$ cat src/design/ald_regs.vh
// Register map, field positions, reset values and opcodes of the accumulator load decoder
`ifndef ALD_REGS_VH
`define ALD_REGS_VH

// ----------------------------------------------------------------
// Register byte offsets
// ----------------------------------------------------------------
`define ALD_OFS_WAKE1      6'h00
`define ALD_OFS_WAKE2      6'h04
`define ALD_OFS_LEVEL      6'h08
`define ALD_OFS_CLKCTL     6'h0c
`define ALD_OFS_PULL0      6'h10
`define ALD_OFS_PULL1      6'h14
`define ALD_OFS_PULL2      6'h18
`define ALD_OFS_ACC        6'h1c
`define ALD_OFS_FILESEL    6'h20
`define ALD_OFS_DPTR       6'h24
`define ALD_OFS_RAMWIN     6'h28
`define ALD_OFS_STATUS     6'h2c
`define ALD_OFS_EXECCNT    6'h30

// ----------------------------------------------------------------
// Field positions and widths
// ----------------------------------------------------------------
`define ALD_NIB_W          4
`define ALD_INSTR_W        10
`define ALD_STAT_CARRY     0
`define ALD_STAT_SKIP      1
`define ALD_STAT_UNHANDLED 2
`define ALD_CNT_W          16

// ----------------------------------------------------------------
// Reset values
// ----------------------------------------------------------------
`define ALD_RST_NIB        4'h0
`define ALD_RST_CNT        16'h0000

// ----------------------------------------------------------------
// Opcodes
// ----------------------------------------------------------------
`define ALD_OP_WAKE1       10'h259
`define ALD_OP_WAKE2       10'h25a
`define ALD_OP_LEVEL       10'h24a
`define ALD_OP_CLKCTL      10'h252
`define ALD_OP_PULL0       10'h257
`define ALD_OP_PULL1       10'h25e
`define ALD_OP_PULL2       10'h25f
`define ALD_OP_RAM_HI      6'h2c

// ----------------------------------------------------------------
// Source select codes
// ----------------------------------------------------------------
`define ALD_SRC_WAKE1      3'h0
`define ALD_SRC_WAKE2      3'h1
`define ALD_SRC_LEVEL      3'h2
`define ALD_SRC_CLKCTL     3'h3
`define ALD_SRC_PULL0      3'h4
`define ALD_SRC_PULL1      3'h5
`define ALD_SRC_PULL2      3'h6
`define ALD_SRC_RAM        3'h7

`endif

$ cat src/design/ald_decode.v
// Opcode decoder for the accumulator load group
`timescale 1ns/1ps
`include "ald_regs.vh"

module ald_decode (
    // Instruction word
    input  wire [9:0] instr,
    // Decode result
    output wire       hit,
    output wire [2:0] src_sel,
    output wire [3:0] imm
);

    // ----------------------------------------------------------------
    // Decode function: bit 3 is the hit flag, bits 2..0 the source
    // ----------------------------------------------------------------
    function [3:0] ald_dec;
        input [9:0] op;
        begin
            if (op[9:4] == `ALD_OP_RAM_HI) begin
                ald_dec = {1'b1, `ALD_SRC_RAM};
            end else if (op == `ALD_OP_WAKE1) begin
                ald_dec = {1'b1, `ALD_SRC_WAKE1};
            end else if (op == `ALD_OP_WAKE2) begin
                ald_dec = {1'b1, `ALD_SRC_WAKE2};
            end else if (op == `ALD_OP_LEVEL) begin
                ald_dec = {1'b1, `ALD_SRC_LEVEL};
            end else if (op == `ALD_OP_CLKCTL) begin
                ald_dec = {1'b1, `ALD_SRC_CLKCTL};
            end else if (op == `ALD_OP_PULL0) begin
                ald_dec = {1'b1, `ALD_SRC_PULL0};
            end else if (op == `ALD_OP_PULL1) begin
                ald_dec = {1'b1, `ALD_SRC_PULL1};
            end else if (op == `ALD_OP_PULL2) begin
                ald_dec = {1'b1, `ALD_SRC_PULL2};
            end else begin
                ald_dec = 4'h0;
            end
        end
    endfunction

    // Whole ten-bit word decoded at once, one word per instruction
    wire [3:0] dec_word;

    assign dec_word = ald_dec(instr);
    assign hit      = dec_word[3];
    assign src_sel  = dec_word[2:0];
    assign imm      = instr[3:0];

endmodule

$ cat src/design/ald_ram.v
// Sixteen-nibble data RAM, written from the bus and read at the data pointer
`timescale 1ns/1ps
`include "ald_regs.vh"

module ald_ram (
    // Clock
    input  wire       clk,
    // Write port
    input  wire       we,
    input  wire [3:0] waddr,
    input  wire [3:0] wdata,
    // Read port
    input  wire [3:0] raddr,
    output wire [3:0] rdata
);

    reg [3:0] mem [0:15];

    // ----------------------------------------------------------------
    // Storage, no reset so it maps onto plain memory
    // ----------------------------------------------------------------
    always @(posedge clk) begin
        if (we) begin
            mem[waddr] <= wdata;
        end
    end

    // Asynchronous read so an instruction sees RAM in its own cycle
    assign rdata = mem[raddr];

endmodule

$ cat src/design/ald_core.v
// Accumulator load group: decode, execution and Avalon-MM register slave
//
// Implementation choices: the Avalon-MM register port and the register offsets.
`timescale 1ns/1ps
`include "ald_regs.vh"

module ald_core (
    // Clock and reset
    input  wire        REF_CLK,
    input  wire        RST_N,
    // Instruction fetch
    input  wire [9:0]  INSTR_WORD,
    input  wire        INSTR_VALID,
    // Avalon-MM slave
    input  wire [5:0]  AVS_ADDRESS,
    input  wire        AVS_READ,
    input  wire        AVS_WRITE,
    input  wire [31:0] AVS_WRITEDATA,
    output reg  [31:0] AVS_READDATA,
    output reg         AVS_WAITREQUEST,
    // Core state
    output reg  [3:0]  ACC,
    output reg  [3:0]  FILE_SEL,
    output reg         CARRY,
    output reg         SKIP,
    output reg         EXEC_DONE
);

    // ----------------------------------------------------------------
    // Register select bit positions
    // ----------------------------------------------------------------
    // Internal strobe order only; software sees the byte offsets
    localparam SEL_WAKE1   = 0;
    localparam SEL_WAKE2   = 1;
    localparam SEL_LEVEL   = 2;
    localparam SEL_CLKCTL  = 3;
    localparam SEL_PULL0   = 4;
    localparam SEL_PULL1   = 5;
    localparam SEL_PULL2   = 6;
    localparam SEL_ACC     = 7;
    localparam SEL_FILESEL = 8;
    localparam SEL_DPTR    = 9;
    localparam SEL_RAMWIN  = 10;
    localparam SEL_STATUS  = 11;
    localparam SEL_EXECCNT = 12;

    // ----------------------------------------------------------------
    // Address decode
    // ----------------------------------------------------------------
    // One copy of the map, so a read and a write of one offset never disagree
    function [12:0] ald_reg_sel;
        input [5:0] addr;
        begin
            ald_reg_sel = 13'h0000;
            if (addr == `ALD_OFS_WAKE1) begin
                ald_reg_sel[SEL_WAKE1] = 1'b1;
            end else if (addr == `ALD_OFS_WAKE2) begin
                ald_reg_sel[SEL_WAKE2] = 1'b1;
            end else if (addr == `ALD_OFS_LEVEL) begin
                ald_reg_sel[SEL_LEVEL] = 1'b1;
            end else if (addr == `ALD_OFS_CLKCTL) begin
                ald_reg_sel[SEL_CLKCTL] = 1'b1;
            end else if (addr == `ALD_OFS_PULL0) begin
                ald_reg_sel[SEL_PULL0] = 1'b1;
            end else if (addr == `ALD_OFS_PULL1) begin
                ald_reg_sel[SEL_PULL1] = 1'b1;
            end else if (addr == `ALD_OFS_PULL2) begin
                ald_reg_sel[SEL_PULL2] = 1'b1;
            end else if (addr == `ALD_OFS_ACC) begin
                ald_reg_sel[SEL_ACC] = 1'b1;
            end else if (addr == `ALD_OFS_FILESEL) begin
                ald_reg_sel[SEL_FILESEL] = 1'b1;
            end else if (addr == `ALD_OFS_DPTR) begin
                ald_reg_sel[SEL_DPTR] = 1'b1;
            end else if (addr == `ALD_OFS_RAMWIN) begin
                ald_reg_sel[SEL_RAMWIN] = 1'b1;
            end else if (addr == `ALD_OFS_STATUS) begin
                ald_reg_sel[SEL_STATUS] = 1'b1;
            end else if (addr == `ALD_OFS_EXECCNT) begin
                ald_reg_sel[SEL_EXECCNT] = 1'b1;
            end
        end
    endfunction

    // ----------------------------------------------------------------
    // State
    // ----------------------------------------------------------------
    reg  [3:0]  wake1_reg;
    reg  [3:0]  wake2_reg;
    reg  [3:0]  level_reg;
    reg  [3:0]  clkctl_reg;
    reg  [3:0]  pull0_reg;
    reg  [3:0]  pull1_reg;
    reg  [3:0]  pull2_reg;
    reg  [3:0]  dptr_reg;
    reg         unhandled_reg;
    reg  [15:0] cnt_reg;
    reg  [31:0] rdata_next;
    wire        dec_hit;
    wire [2:0]  dec_src;
    wire [3:0]  dec_imm;
    wire [3:0]  ram_rdata;
    reg  [3:0]  src_nib;
    wire        bus_req;
    wire        bus_wr;
    wire        ram_we;
    // Decoded selects and instruction strobes
    wire [12:0] reg_sel;
    wire [12:0] wr_sel;
    wire        ins_fire;
    wire        ins_ram;

    // ----------------------------------------------------------------
    // Submodules
    // ----------------------------------------------------------------
    ald_decode u_dec (
        .instr   (INSTR_WORD),
        .hit     (dec_hit),
        .src_sel (dec_src),
        .imm     (dec_imm)
    );

    ald_ram u_ram (
        .clk   (REF_CLK),
        .we    (ram_we),
        .waddr (dptr_reg),
        .wdata (AVS_WRITEDATA[3:0]),
        .raddr (dptr_reg),
        .rdata (ram_rdata)
    );

    // ----------------------------------------------------------------
    // Bus handshake
    // ----------------------------------------------------------------
    // A write lands only in the cycle the master sees waitrequest low
    assign bus_req  = AVS_READ | AVS_WRITE;
    assign bus_wr   = AVS_WRITE & ~AVS_WAITREQUEST;
    assign reg_sel  = ald_reg_sel(AVS_ADDRESS);
    assign wr_sel   = {13{bus_wr}} & reg_sel;
    assign ram_we   = wr_sel[SEL_RAMWIN];

    // Instruction strobes; a word only counts while fetch marks it valid
    assign ins_fire = INSTR_VALID & dec_hit;
    assign ins_ram  = ins_fire & (dec_src == `ALD_SRC_RAM);

    // Source multiplexer; every source is a full nibble
    always @* begin
        case (dec_src)
            `ALD_SRC_WAKE1:  src_nib = wake1_reg;
            `ALD_SRC_WAKE2:  src_nib = wake2_reg;
            `ALD_SRC_LEVEL:  src_nib = level_reg;
            `ALD_SRC_CLKCTL: src_nib = clkctl_reg;
            `ALD_SRC_PULL0:  src_nib = pull0_reg;
            `ALD_SRC_PULL1:  src_nib = pull1_reg;
            `ALD_SRC_PULL2:  src_nib = pull2_reg;
            default:         src_nib = ram_rdata;
        endcase
    end

    // Read data mux; unmapped offsets read zero
    always @* begin
        rdata_next = 32'h0000_0000;
        if (reg_sel[SEL_WAKE1]) begin
            rdata_next[3:0] = wake1_reg;
        end else if (reg_sel[SEL_WAKE2]) begin
            rdata_next[3:0] = wake2_reg;
        end else if (reg_sel[SEL_LEVEL]) begin
            rdata_next[3:0] = level_reg;
        end else if (reg_sel[SEL_CLKCTL]) begin
            rdata_next[3:0] = clkctl_reg;
        end else if (reg_sel[SEL_PULL0]) begin
            rdata_next[3:0] = pull0_reg;
        end else if (reg_sel[SEL_PULL1]) begin
            rdata_next[3:0] = pull1_reg;
        end else if (reg_sel[SEL_PULL2]) begin
            rdata_next[3:0] = pull2_reg;
        end else if (reg_sel[SEL_ACC]) begin
            rdata_next[3:0] = ACC;
        end else if (reg_sel[SEL_FILESEL]) begin
            rdata_next[3:0] = FILE_SEL;
        end else if (reg_sel[SEL_DPTR]) begin
            rdata_next[3:0] = dptr_reg;
        end else if (reg_sel[SEL_RAMWIN]) begin
            rdata_next[3:0] = ram_rdata;
        end else if (reg_sel[SEL_STATUS]) begin
            // Flags share one word; the skip bit stays zero for this group
            rdata_next[`ALD_STAT_CARRY]     = CARRY;
            rdata_next[`ALD_STAT_SKIP]      = SKIP;
            rdata_next[`ALD_STAT_UNHANDLED] = unhandled_reg;
        end else if (reg_sel[SEL_EXECCNT]) begin
            rdata_next[15:0] = cnt_reg;
        end
    end

    // ----------------------------------------------------------------
    // Bus slave: one wait cycle, then a one-cycle answer
    // ----------------------------------------------------------------
    always @(posedge REF_CLK) begin
        if (!RST_N) begin
            AVS_WAITREQUEST <= 1'b1;
            AVS_READDATA    <= 32'h0000_0000;
        end else if (bus_req && AVS_WAITREQUEST) begin
            AVS_WAITREQUEST <= 1'b0;
            AVS_READDATA    <= rdata_next;
        end else begin
            AVS_WAITREQUEST <= 1'b1;
        end
    end

    // Peripheral sources are software-written, only read by the core
    always @(posedge REF_CLK) begin
        if (!RST_N) begin
            wake1_reg  <= `ALD_RST_NIB;
            wake2_reg  <= `ALD_RST_NIB;
            level_reg  <= `ALD_RST_NIB;
            clkctl_reg <= `ALD_RST_NIB;
            pull0_reg  <= `ALD_RST_NIB;
            pull1_reg  <= `ALD_RST_NIB;
            pull2_reg  <= `ALD_RST_NIB;
            dptr_reg   <= `ALD_RST_NIB;
        end else if (bus_wr) begin
            // Read-only and unmapped offsets fall through, so writes there are dropped
            if (reg_sel[SEL_WAKE1]) begin
                wake1_reg <= AVS_WRITEDATA[3:0];
            end else if (reg_sel[SEL_WAKE2]) begin
                wake2_reg <= AVS_WRITEDATA[3:0];
            end else if (reg_sel[SEL_LEVEL]) begin
                level_reg <= AVS_WRITEDATA[3:0];
            end else if (reg_sel[SEL_CLKCTL]) begin
                clkctl_reg <= AVS_WRITEDATA[3:0];
            end else if (reg_sel[SEL_PULL0]) begin
                pull0_reg <= AVS_WRITEDATA[3:0];
            end else if (reg_sel[SEL_PULL1]) begin
                pull1_reg <= AVS_WRITEDATA[3:0];
            end else if (reg_sel[SEL_PULL2]) begin
                pull2_reg <= AVS_WRITEDATA[3:0];
            end else if (reg_sel[SEL_DPTR]) begin
                dptr_reg <= AVS_WRITEDATA[3:0];
            end
        end
    end

    // ----------------------------------------------------------------
    // Execution: each decoded instruction retires in one cycle
    // ----------------------------------------------------------------
    always @(posedge REF_CLK) begin
        if (!RST_N) begin
            ACC       <= `ALD_RST_NIB;
            EXEC_DONE <= 1'b0;
            SKIP      <= 1'b0;
            cnt_reg   <= `ALD_RST_CNT;
        end else begin
            EXEC_DONE <= ins_fire;
            SKIP      <= 1'b0;
            // Whole nibble replaced; the count wraps silently at 16 bits
            if (ins_fire) begin
                ACC     <= src_nib;
                cnt_reg <= cnt_reg + 16'h0001;
            end
        end
    end

    // File select: instruction XOR wins over a bus write in the same cycle
    always @(posedge REF_CLK) begin
        if (!RST_N) begin
            FILE_SEL <= `ALD_RST_NIB;
        end else if (ins_ram) begin
            FILE_SEL <= FILE_SEL ^ dec_imm;
        end else if (wr_sel[SEL_FILESEL]) begin
            FILE_SEL <= AVS_WRITEDATA[3:0];
        end
    end

    // Carry is only touched by software; this group never changes it
    always @(posedge REF_CLK) begin
        if (!RST_N) begin
            CARRY <= 1'b0;
        end else if (wr_sel[SEL_STATUS]) begin
            CARRY <= AVS_WRITEDATA[`ALD_STAT_CARRY];
        end
    end

    // Sticky flag for words outside this group; set beats clear
    always @(posedge REF_CLK) begin
        if (!RST_N) begin
            unhandled_reg <= 1'b0;
        end else if (INSTR_VALID && !dec_hit) begin
            unhandled_reg <= 1'b1;
        end else if (wr_sel[SEL_STATUS] && AVS_WRITEDATA[`ALD_STAT_UNHANDLED]) begin
            unhandled_reg <= 1'b0;
        end
    end

endmodule

$ cat config.mk
export PLATFORM = sky130hd
export DESIGN_NAME = ald_core
export DESIGN_NICKNAME = d
export VERILOG_FILES = /design/src/design/ald_decode.v /design/src/design/ald_ram.v /design/src/design/ald_core.v
export VERILOG_INCLUDE_DIRS = /design/src /design/src/design
export SDC_FILE = /design/constraint.sdc
export NUM_CORES = 1
export LEC_CHECK = 0
export BUFFER_PORTS_ARGS = -buffer_cell sky130_fd_sc_hd__clkbuf_2
export CAP_MARGIN = 0
export CORE_ASPECT_RATIO = 1.25
export CORE_MARGIN = 3
export CORE_UTILIZATION = 52
export CTS_CLUSTER_DIAMETER = 40
export DETAILED_ROUTE_END_ITERATION = 8
export PLACE_DENSITY = 0.76
export SETUP_SLACK_MARGIN = 0.3
export SYNTH_ARGS = -nofsm -noshare
export SYNTH_HDL_FRONTEND = slang
export SYNTH_SLANG_ARGS = --single-unit
$ cat constraint.sdc
create_clock -name REF_CLK -period 2.49 [get_ports REF_CLK]
set_input_delay 0.498 -clock REF_CLK [delete_from_list [all_inputs] [get_ports REF_CLK]]
set_output_delay 0.498 -clock REF_CLK [all_outputs]
set_load 0.005 [all_outputs]
[Yosys cells after proc, flatten, opt, wreduce, memory -nomap -nowiden]
Memories as Yosys holds them, arrays and structs flattened. A register that Yosys moved wholly into a read port is not among the register bits.
Cells that the tools add are included.
Operators by class
  reductions and logical operators: 16
  equal/unequal tests: 27
  bitwise operators: 14
  multiplexer cells: 68
  add/subtract/negate cells: 1
Operators by type and width (number)
  12-bit two-way mux: 12
  4-bit two-way mux: 24
  10-bit == test (second input constant): 7
  6-bit == test (second input constant): 6
  4-bit one-hot mux with 7 select lines: 1
  6-bit by 5-bit == test with 1-bit output (second input constant): 4
  1-bit two-way mux: 19
  16-bit by 1-bit adder with 16-bit output (second input constant): 1
  16-bit two-way mux: 1
  13-bit two-way mux: 1
  12-bit AND: 1
  3-bit == test (second input constant): 4
  6-bit by 4-bit == test with 1-bit output (second input constant): 2
  11-bit two-way mux: 1
  10-bit two-way mux: 1
  9-bit two-way mux: 1
  9-bit AND reduction: 1
  8-bit two-way mux: 1
  1-bit inverter: 8
  8-bit AND reduction: 1
  7-bit two-way mux: 1
  7-bit AND reduction: 1
  3-bit by 2-bit == test with 1-bit output (second input constant): 2
  6-bit by 3-bit == test with 1-bit output (second input constant): 1
  other kinds (18): 24
Storage, ports and cells
  bits in writable memories: 64
  output and inout bits: 44
  memories kept: 1
  bits in registers: 76
  input port bits: 53
Memories
  u_ram.mem: words 16, width 4, rd ports 1, clocked after Yosys merged registers in 1, write ports 1, line ald_ram.v:17  | reg [3:0] mem [0:15];

[Longest topological paths before layout]
Gate-level depths: netlist of the first run.
  depth after elaboration: 27
  mapped depth: 8

[Hierarchy]
From an unflattened synthesis of the first run, not the netlist that was laid out.
Unflattened totals
  cells, all modules: 650
  area, all modules: 7003.0 µm²
Modules (own cells, without submodules)
  ald_core: area an instance 4226.6 µm², sequential area each 1521.5 µm², times used 1, cells each 497
  ald_ram: area an instance 2586.2 µm², sequential area each 1921.8 µm², times used 1, cells each 126
  ald_decode: area an instance 190.2 µm², sequential area each 0.0 µm², times used 1, cells each 27

[Least setup slack after synthesis of the first run]
No wires, ideal clock.
  path type: input-to-reg
  start point: input port AVS_ADDRESS[4]
  end point: memory u_ram.mem[0][0], enable pin
  buffers on the path: 1
  setup slack: 0.113 ns
  arrival time: 2.016 ns
  stages on the path: 5
  library setup time: 0.361 ns
  cells stage by stage: clkbuf_1 > nor4b_2 > nand2_1 > or4_1 > nor3_1
On the way
  longest elaborated chain between the ends: 15
Ends and longest elaborated chain
  from (decl): line ald_core.v:15  | input wire [5:0] AVS_ADDRESS,
  6-bit == test (no source line)
  1-bit two-way mux: line ald_core.v:75  | end else if (addr == `ALD_OFS_RAMWIN) begin
  3-bit two-way mux: line ald_core.v:73  | end else if (addr == `ALD_OFS_DPTR) begin
  4-bit two-way mux: line ald_core.v:71  | end else if (addr == `ALD_OFS_FILESEL) begin
  5-bit two-way mux: line ald_core.v:69  | end else if (addr == `ALD_OFS_ACC) begin
  6-bit two-way mux: line ald_core.v:67  | end else if (addr == `ALD_OFS_PULL2) begin
  7-bit two-way mux: line ald_core.v:65  | end else if (addr == `ALD_OFS_PULL1) begin
  8-bit two-way mux: line ald_core.v:63  | end else if (addr == `ALD_OFS_PULL0) begin
  9-bit two-way mux: line ald_core.v:61  | end else if (addr == `ALD_OFS_CLKCTL) begin
  10-bit two-way mux: line ald_core.v:59  | end else if (addr == `ALD_OFS_LEVEL) begin
  11-bit two-way mux: line ald_core.v:57  | end else if (addr == `ALD_OFS_WAKE2) begin
  12-bit two-way mux *: line ald_core.v:55  | if (addr == `ALD_OFS_WAKE1) begin
  12-bit AND *: line ald_core.v:139  | assign wr_sel = {13{bus_wr}} & reg_sel;
  1-bit two-way mux *: line ald_ram.v:23  | if (we) begin
  1-bit two-way mux (implied by the code) *: line ald_ram.v:24  | mem[waddr] <= wdata;
  to (decl): line ald_ram.v:17
Mark *: on every way between the ends. The rest lies on a longest branch, timed or not.

[Worst setup path after layout of the first run]
  start point: register cnt_reg[3]
  end point: register cnt_reg[15]
On the way
  longest elaborated chain between the ends: 1
Ends and longest elaborated chain
  from (decl): line ald_core.v:97  | reg [15:0] cnt_reg;
  from (signal assigned): line ald_core.v:251  | cnt_reg <= `ALD_RST_CNT;
  from (signal assigned): line ald_core.v:258  | cnt_reg <= cnt_reg + 16'h0001;
  16-bit by 1-bit adder with 16-bit output: line ald_core.v:258
No other way between the ends.
A chain may end at the register's enable or synchronous reset.

==> results.txt, run 1 <==
----------------------------------------------------
[Clock tree]
  Maximum buffer depth of the clock tree ... 2
  Cell at the root of the clock tree ... clkbuf_16
  Number of post-CTS setup repair buffers ... 0
  CTS H-tree lvls ... 4
  Number of buffers inserted by hold repair at cts ... 0
  Total clock sinks ... 144
  Clock latency reported for the late side of the worst-skew pair ... 0.42 ns
  Clock tree from TritonCTS ... yes
  Clock buffer count from CTS ... 17
  Post-cts gate resize count ... 1
  Clock-pin transition on the worst setup and hold timing paths ... 0.06 ns

[STA]
  Post-route clock period utilization ... 83.9%
  Final critical delay including setup and external delays ... 2.09 ns
  Setup slack of the critical path after layout ... 0.401 ns
  Timing-limited maximum frequency ... around 480 MHz
  Fin Setup TNS ... 0 ns
  Worst slew margin relative to its limit ... 56.7%
  Slew of the pin with the lowest slew margin ... between 0.6 and 0.7 ns
  Final setup fails ... 0
  Post-Route Skew ... approximately 0.0084 ns
  Max-slew violation count ... 0
  RSZ-0062 raised after global routing ... no
  Final Hold Fails ... 0

[Global route]
  Remaining global-route overflow ... 0
  Pin count of the biggest net entering global routing ... 36
  Initial antenna violation count ... 0
  All-Layer GR Usage ... 25.8%
  Via count of the first global-routing pass ... approximately 5700
  Wire length of the first global-routing pass ... 29300 um

[Finish]
  Flip-flop count of the largest register after layout ... 64
  Fraction of final layout cells with drive strength greater than 1 ... a little over a fifth
  Number of diodes ... 0
  Count of filler cells inserted in the layout ... 1007
  Count of nets after finishing ... just under 800
  Area Growth Syn to Fin ... 16.8%
  Post-route insts no fill ... a little over 900
  Area of the multi-input gates ... 3180 um^2
  Final design area excluding fillers ... 8170 um^2
  Sequential cell area ... between 3000 and 4000 um^2

[Logic synthesis]
  Post-synth top area cell ... edfxtp_1
  Distinct cell type count after synthesis ... about 70
  Synth area leaders ... edfxtp_1, dfxtp_1, mux4_2
  Leading register cell type out of synthesis ... dfxtp_1
  Share of async-settable or async-resettable flops after synthesis ... 0%
  Warning count from the yosys run ... 0
  Sequential area share after synthesis ... approximately half
  Per-instance average area after synthesis ... between 10 and 15 um^2
  Syn Inst Count ... between 600 and 700
  EDFF count, synth ... 64
  Register bit total from synthesis ... approximately 140
  Post-synthesis cell area ... 6990 um^2
  Share of Yosys cell area claimed by the top area cell type ... between 20% and 30%

[Critical path]
  Worst setup startpoint ... cnt_reg[3]
  Type of the worst setup path ... register to register
  WP data arrival ... roughly 2.4 ns
  CP Cell Sequence ... and4_1 -> nand4_2 -> or4_1 -> or3_1 -> a21oi_1
  Number of buffer and inverter stages on the critical path ... 0
  Element type at the critical path start ... register
  Crit path max-delay cell type ... or4_1
  Critical Path Fanout Max ... 8
  Required time worst endpoint ... roughly 2.8 ns
  Setup slack on the worst flop-to-flop path ... 0.40 ns
  Setup crit end kind ... register
  Cell class contributing the biggest share of worst-path delay ... simple AND/OR/NAND/NOR gates
  CP peak stage delay ... between 0.5 and 0.6 ns
  Worst reg2reg path startpoint ... cnt_reg[3]
  Capture instance of the worst register-to-register path ... cnt_reg[15]
  Length in cells of the worst reg-to-reg path ... 5

[Place]
  Post-detail-place hpwl ... about 13000 um
  Number of buffers inserted by port buffering ... 51
  Number of instances in the placed design ... between 800 and 900
  Pre-CTS worst setup slack ... 0.0466 ns
  Weighted congestion at the end of routability-driven global placement ... ~0.96
  Area post-placement ... 7520 um^2

[Worst hold path]
  Hold WC Path Type ... primary input to register
  Capture endpoint of the worst hold path ... AVS_WAITREQUEST
  Worst hold path stage count ... 2
  Hold Path Origin ... RST_N

[Routing]
  Count of vias placed by the detailed router ... 5744
  Wire length per cell ... a little over 20 um
  Post-DRT Antenna Nets ... 0
  Final wirelength ... about 19000 um
  Drt first pass iters ... 5
  Violation count after the first detailed-routing iteration ... 473
  Post-route met1 wirelength ... 7280 um
  Number of remaining DRC errors ... 0
  WL met3 ... approximately 1300 um
  Met2 wirelength from detailed routing ... 9410 um
  Detailed-route vias per instance ... ~6.3
  DR top layer ... met4

[Power and ir drop]
  Worst-case vdd ir drop ... 0.678 mV
  Power density relative to cell area ... about 680 nW/um^2
  Leak Pwr ... roughly 0.0028 uW

[Floorplanning]
  Io pins ... between 90 and 100
  Number of rows created at floorplan ... 46
  Die H ... about 140 um
  Initial standard-cell utilization of the core ... 54.2%
  DIE AREA ... between 10000 and 15000 um^2
  X dimension of the die ... approximately 110 um
  Core region area ... ~13000 um^2

[Run status]
  Outcome ... completed

[Job]
  Maxcap violations ... 0

----------------------------------------------------
[layout make-up]
class | count | area share [%]
Clock buffer | 19 | 5.30
Clock inverter | 13 | 2.57
Multi-Input combinational cell | 474 | 38.9
Inverter | 11 | 0.506
Tap cell | 168 | 2.57
Timing Repair Buffer | 87 | 6.90
Sequential cell | 144 | 43.2
[cell usage in the layout, fill, tap and decap left out, types with 20 or more instances in the layout]
master / instances
mux4_2: 20
edfxtp_1: 64
buf_4: 33
clkbuf_2: 51
o21ai_0: 23
a21oi_1: 57
nor2_1: 63
nand2_1: 56
mux2i_1: 25
nand3_1: 38
dfxtp_1: 78
[cell usage after synthesis (10+ instances only)]
cell type  instances
a211oi_1          10
a21oi_1           57
a22oi_1           17
buf_4             18
clkbuf_1          36
dfxtp_1           80
edfxtp_1          64
inv_1             10
mux2i_1           25
mux4_2            20
nand2_1           56
nand3_1           38
nor2_1            63
nor3_1            10
o21ai_0           23
or3_1             13
[per-layer routing]
layer	vias to the layer above	track usage [%]
met2	266	43.4
li1	2629	-
met3	48	5.39
met4	0	12.3
met1	2801	31.2
met5	-	0
[report_power, final]
part	total [uW]	internal, uW	switching, uW
sequential	2480	2470	9.08
clock	2790	1780	1000
combinational	287	92.9	194
[cell families after synthesis]
| logic type | Yosys count | synth area share (%) |
|---|---|---|
| other | 1 | 0.0536 |
| adder cells (fa/ha/maj) | 1 | 0.179 |
| AO/OA/AOI/OAI | 153 | 14.1 |
| multiplexers | 50 | 10.8 |
| flip-flops | 144 | 50.4 |
| AND/OR/NAND/NOR | 251 | 19.0 |
| buffers and inverters | 74 | 5.17 |
| XOR/XNOR | 2 | 0.251 |
[worst max path at each step]
stage | endpoint | cells past startpoint
2_1_floorplan | u_ram.mem[12][0] | 5
3_3_place_gp | cnt_reg[7] | 7
3_5_place_dp | u_ram.mem[0][0] | 5
4_1_cts | AVS_READDATA[3] | 5
5_1_grt | cnt_reg[15] | 5
6_report | cnt_reg[15] | 5
[through the flow]
stage                     hold slack [ns]  power, uW  utilization [%]
after global placement              0.462       2810             58.3
final                               0.452       5560             63.3
after detailed placement            0.478       2810             58.3
after global routing                0.454       5700             63.3
after floorplan                     0.444       2710                -
after CTS                           0.443       5560             63.3
(Power assumes the default switching activity.)
==> run 2: changes to the inputs <==
--- a/config.mk
+++ b/config.mk
@@ -10,10 +10,10 @@
 export CAP_MARGIN = 0
 export CORE_ASPECT_RATIO = 1.25
 export CORE_MARGIN = 3
-export CORE_UTILIZATION = 52
+export CORE_UTILIZATION = 58
 export CTS_CLUSTER_DIAMETER = 40
 export DETAILED_ROUTE_END_ITERATION = 8
-export PLACE_DENSITY = 0.76
+export PLACE_DENSITY = 0.8
 export SETUP_SLACK_MARGIN = 0.3
 export SYNTH_ARGS = -nofsm -noshare
 export SYNTH_HDL_FRONTEND = slang
==> constraint.sdc (replaced) <==
create_clock -name REF_CLK -period 2 [get_ports REF_CLK]
set_input_delay 0.4 -clock REF_CLK [delete_from_list [all_inputs] [get_ports REF_CLK]]
set_output_delay 0.4 -clock REF_CLK [all_outputs]
set_load 0.005 [all_outputs]
==> run 2 against run 1 <==
- critical path depth grew 2
- routed wire length grew 14%
- sequential share of layout area shrank 5.0 points
- final area grew 13%
- die area shrank 9.8%
- critical endpoint is now AVS_READDATA[0]
- fmax grew 7.6%
- via count grew 8.3%
- critical path type unchanged
- largest cell class is now multi-input gates
- clock skew shrank 0.0029 ns
- combinational power grew 58%
- flip-flop and latch count is the same
- cell count grew 7.4%
- register-to-register slack lost 0.34 ns
==> results.txt, run 2 (synthesis gave the netlist of run 1 again) <==
----------------------------------------------------
[Place]
  Post-detail-place hpwl ... 13700 um (+6.8%)
  Number of buffers inserted by port buffering ... 51 (unchanged)
  Number of instances in the placed design ... 932 (+5.4%)
  Weighted congestion at the end of routability-driven global placement ... 0.965 (+0.11%)
  Area post-placement ... 8120 um^2 (+8.0%)

[Critical path]
  Required time worst endpoint ... 2.30 ns (-0.53 ns)
  Setup slack on the worst flop-to-flop path ... 0.06 ns (-0.34 ns)
  Critical Path Fanout Max ... 8 (unchanged)
  Element type at the critical path start ... register
  WP data arrival ... 2.24 ns (-0.19 ns)
  Type of the worst setup path ... register to register
  Setup crit end kind ... register

[Global route]
  All-Layer GR Usage ... 30.5% (+4.8 points)
  Initial antenna violation count ... 0 (unchanged)
  Pin count of the biggest net entering global routing ... 34 (-5.6%)
  Via count of the first global-routing pass ... 5893 (+3.7%)
  Wire length of the first global-routing pass ... 31600 um (+8.1%)
  Remaining global-route overflow ... 0 (unchanged)

[Power and ir drop]
  Proportion of power drawn by flip-flops and latches ... 47.5% (+2.8 points)
  Switching power total ... 1540 uW (+28%)
  Power density relative to cell area ... 705 nW/um^2 (+3.6%)
  Net Sw Frac ... 23.6% (+1.9 points)
  Leak Pwr ... 0.00327 uW (+17%)
  Clock network fraction of total power ... 45.6% (-4.6 points)
  Worst-case vdd ir drop ... 0.795 mV (+17%)
  Int Power ... 4980 uW (+14%)
  Final Power ... 6520 uW (+17%)
  Part of the power in combinational logic ... 6.9% (+1.7 points)

[Clock tree]
  Clock buffer count from CTS ... 17 (unchanged)
  Maximum buffer depth of the clock tree ... 2 (unchanged)
  Total clock sinks ... 144 (unchanged)
  Clock tree from TritonCTS ... yes
  Clock latency reported for the late side of the worst-skew pair ... 0.42 ns (about the same)
  CTS H-tree lvls ... 4 (unchanged)
  Number of buffers inserted by hold repair at cts ... 0 (unchanged)
  Cell at the root of the clock tree ... clkbuf_16
  Clock-pin transition on the worst setup and hold timing paths ... 0.06 ns (about the same)

[Finish]
  Commonest non-fill, non-tap cells in the layout ... buf_4, dfxtp_1, edfxtp_1, nand2_1, nor2_1
  Sequential cell area ... 3530 um^2 (+0.14%)
  Flip-flop count of the largest register after layout ... 64 (unchanged)
  Area Growth Syn to Fin ... 32.3%
  Final design area excluding fillers ... 9250 um^2 (+13%)
  Count of filler cells inserted in the layout ... 731 (-27%)
  Utilization after layout ... 79.2% (+16 points)
  Fraction of final layout cells with drive strength greater than 1 ... 38.3% (+17 points)
  Count of nets after finishing ... 864 (+9.5%)
  Area of the multi-input gates ... 3670 um^2 (+16%)
  Number of diodes ... 0 (unchanged)
  Leading cell type in the layout, fill and taps excluded ... buf_4
  Post-route insts no fill ... 984 (+7.4%)

[Floorplanning]
  Initial standard-cell utilization of the core ... 59.9% (+5.7 points)
  DIE AREA ... 13400 um^2 (-9.8%)
  Die H ... 129 um (-5.1%)
  X dimension of the die ... 104 um (-5.0%)
  Number of rows created at floorplan ... 44 (-4.3%)
  Core region area ... 11700 um^2 (-9.5%)
  Io pins ... 97 (unchanged)

[Routing]
  Detailed-route vias per instance ... 6.32 (+0.79%)
  Post-DRT Antenna Nets ... 0 (unchanged)
  Number of remaining DRC errors ... 0 (unchanged)
  Drt first pass iters ... 5 (unchanged)
  Wire length per cell ... 21.6 um (+6.0%)
  Final wirelength ... 21200 um (+14%)
  Violation count after the first detailed-routing iteration ... 524 (+11%)
  Count of vias placed by the detailed router ... 6219 (+8.3%)

[STA]
  Worst slew margin relative to its limit ... 55.8% (-0.88 points)
  Final Hold Fails ... 0 (unchanged)
  Final setup fails ... 0 (unchanged)
  Slew of the pin with the lowest slew margin ... 0.663 ns (+0.0132 ns)
  Final critical delay including setup and external delays ... 1.94 ns (-0.148 ns)
  RSZ-0062 raised after global routing ... yes
  Max-slew violation count ... 0 (unchanged)
  Post-Route Skew ... 0.00552 ns (-0.00287 ns)
  Timing-limited maximum frequency ... 515 MHz (+7.6%)
  Post-route clock period utilization ... 97.1% (+13 points)

[Job]
  Maxcap violations ... 0 (unchanged)

[Run status]
  Outcome ... completed

[Worst hold path]
  Hold WC Path Type ... primary input to register

----------------------------------------------------
==> run 2: critical path, stage by stage, from the launching register on <==
cell and delay [ns]:
dfxtp_4 0.44, buf_4 0.14, buf_6 0.11, mux4_2 0.54, mux2i_2 0.20, a21oi_2 0.12
a22oi_2 0.18, o21bai_1 0.08
==> run 2: final timing paths <==
path	cells past startpoint	endpoint	from
hold / removal	2	AVS_WAITREQUEST	RST_N
hold reg to reg	2	level_reg[0]	level_reg[0]
setup / recovery	7	AVS_READDATA[0]	register
setup reg to reg	7	AVS_READDATA[0]	register
==> run 2: power by group through the flow <==
stage	Combinational (uW)	Clock, uW	Sequential, uW
floorplan	236	0	3150
global placement	390	0	3160
detailed placement	398	0	3160
CTS	408	2970	3090
global route	487	3110	3090
finish	453	2970	3090
==> run 2: what timing repair did <==
item / in CTS / in global routing
endpoints found under the setup margin: 33 / 63
buffers inserted: 7 / 9
pin swaps: 11 / 19
gates cloned: 0 / 4
gates resized for setup: 31 / 55
==> run 2: cell type report <==
type / count / share of cell area [%]
tap: 161 / 2.18
clock inverter: 12 / 1.22
clock buffer: 20 / 4.72
sequential: 144 / 38.2
inverter: 11 / 0.447
timing repair buffer: 162 / 13.5
multi-input combinational: 474 / 39.7
==> run 2: per-layer routing <==
layer	part of all wire [%]	global-route usage (%)	routed length [um]	up-vias
met2	53	56.2	11300	321
met4	2.8	10.6	602	0
met3	7.1	4.87	1510	66
met1	37	36.6	7790	3046
li1	-	-	-	2786
met5	0	0	0	-
==> run 2: metrics by stage <==
step           setup TNS [ns]  setup WS (ns)  hold WS [ns]
5_1_grt                     0         0.0112         0.389
3_3_place_gp            -5.15         -0.179         0.468
2_1_floorplan               0         0.0154         0.444
6_report                    0         0.0587         0.352
4_1_cts                     0         0.0356         0.324
3_5_place_dp            -9.87         -0.252         0.486
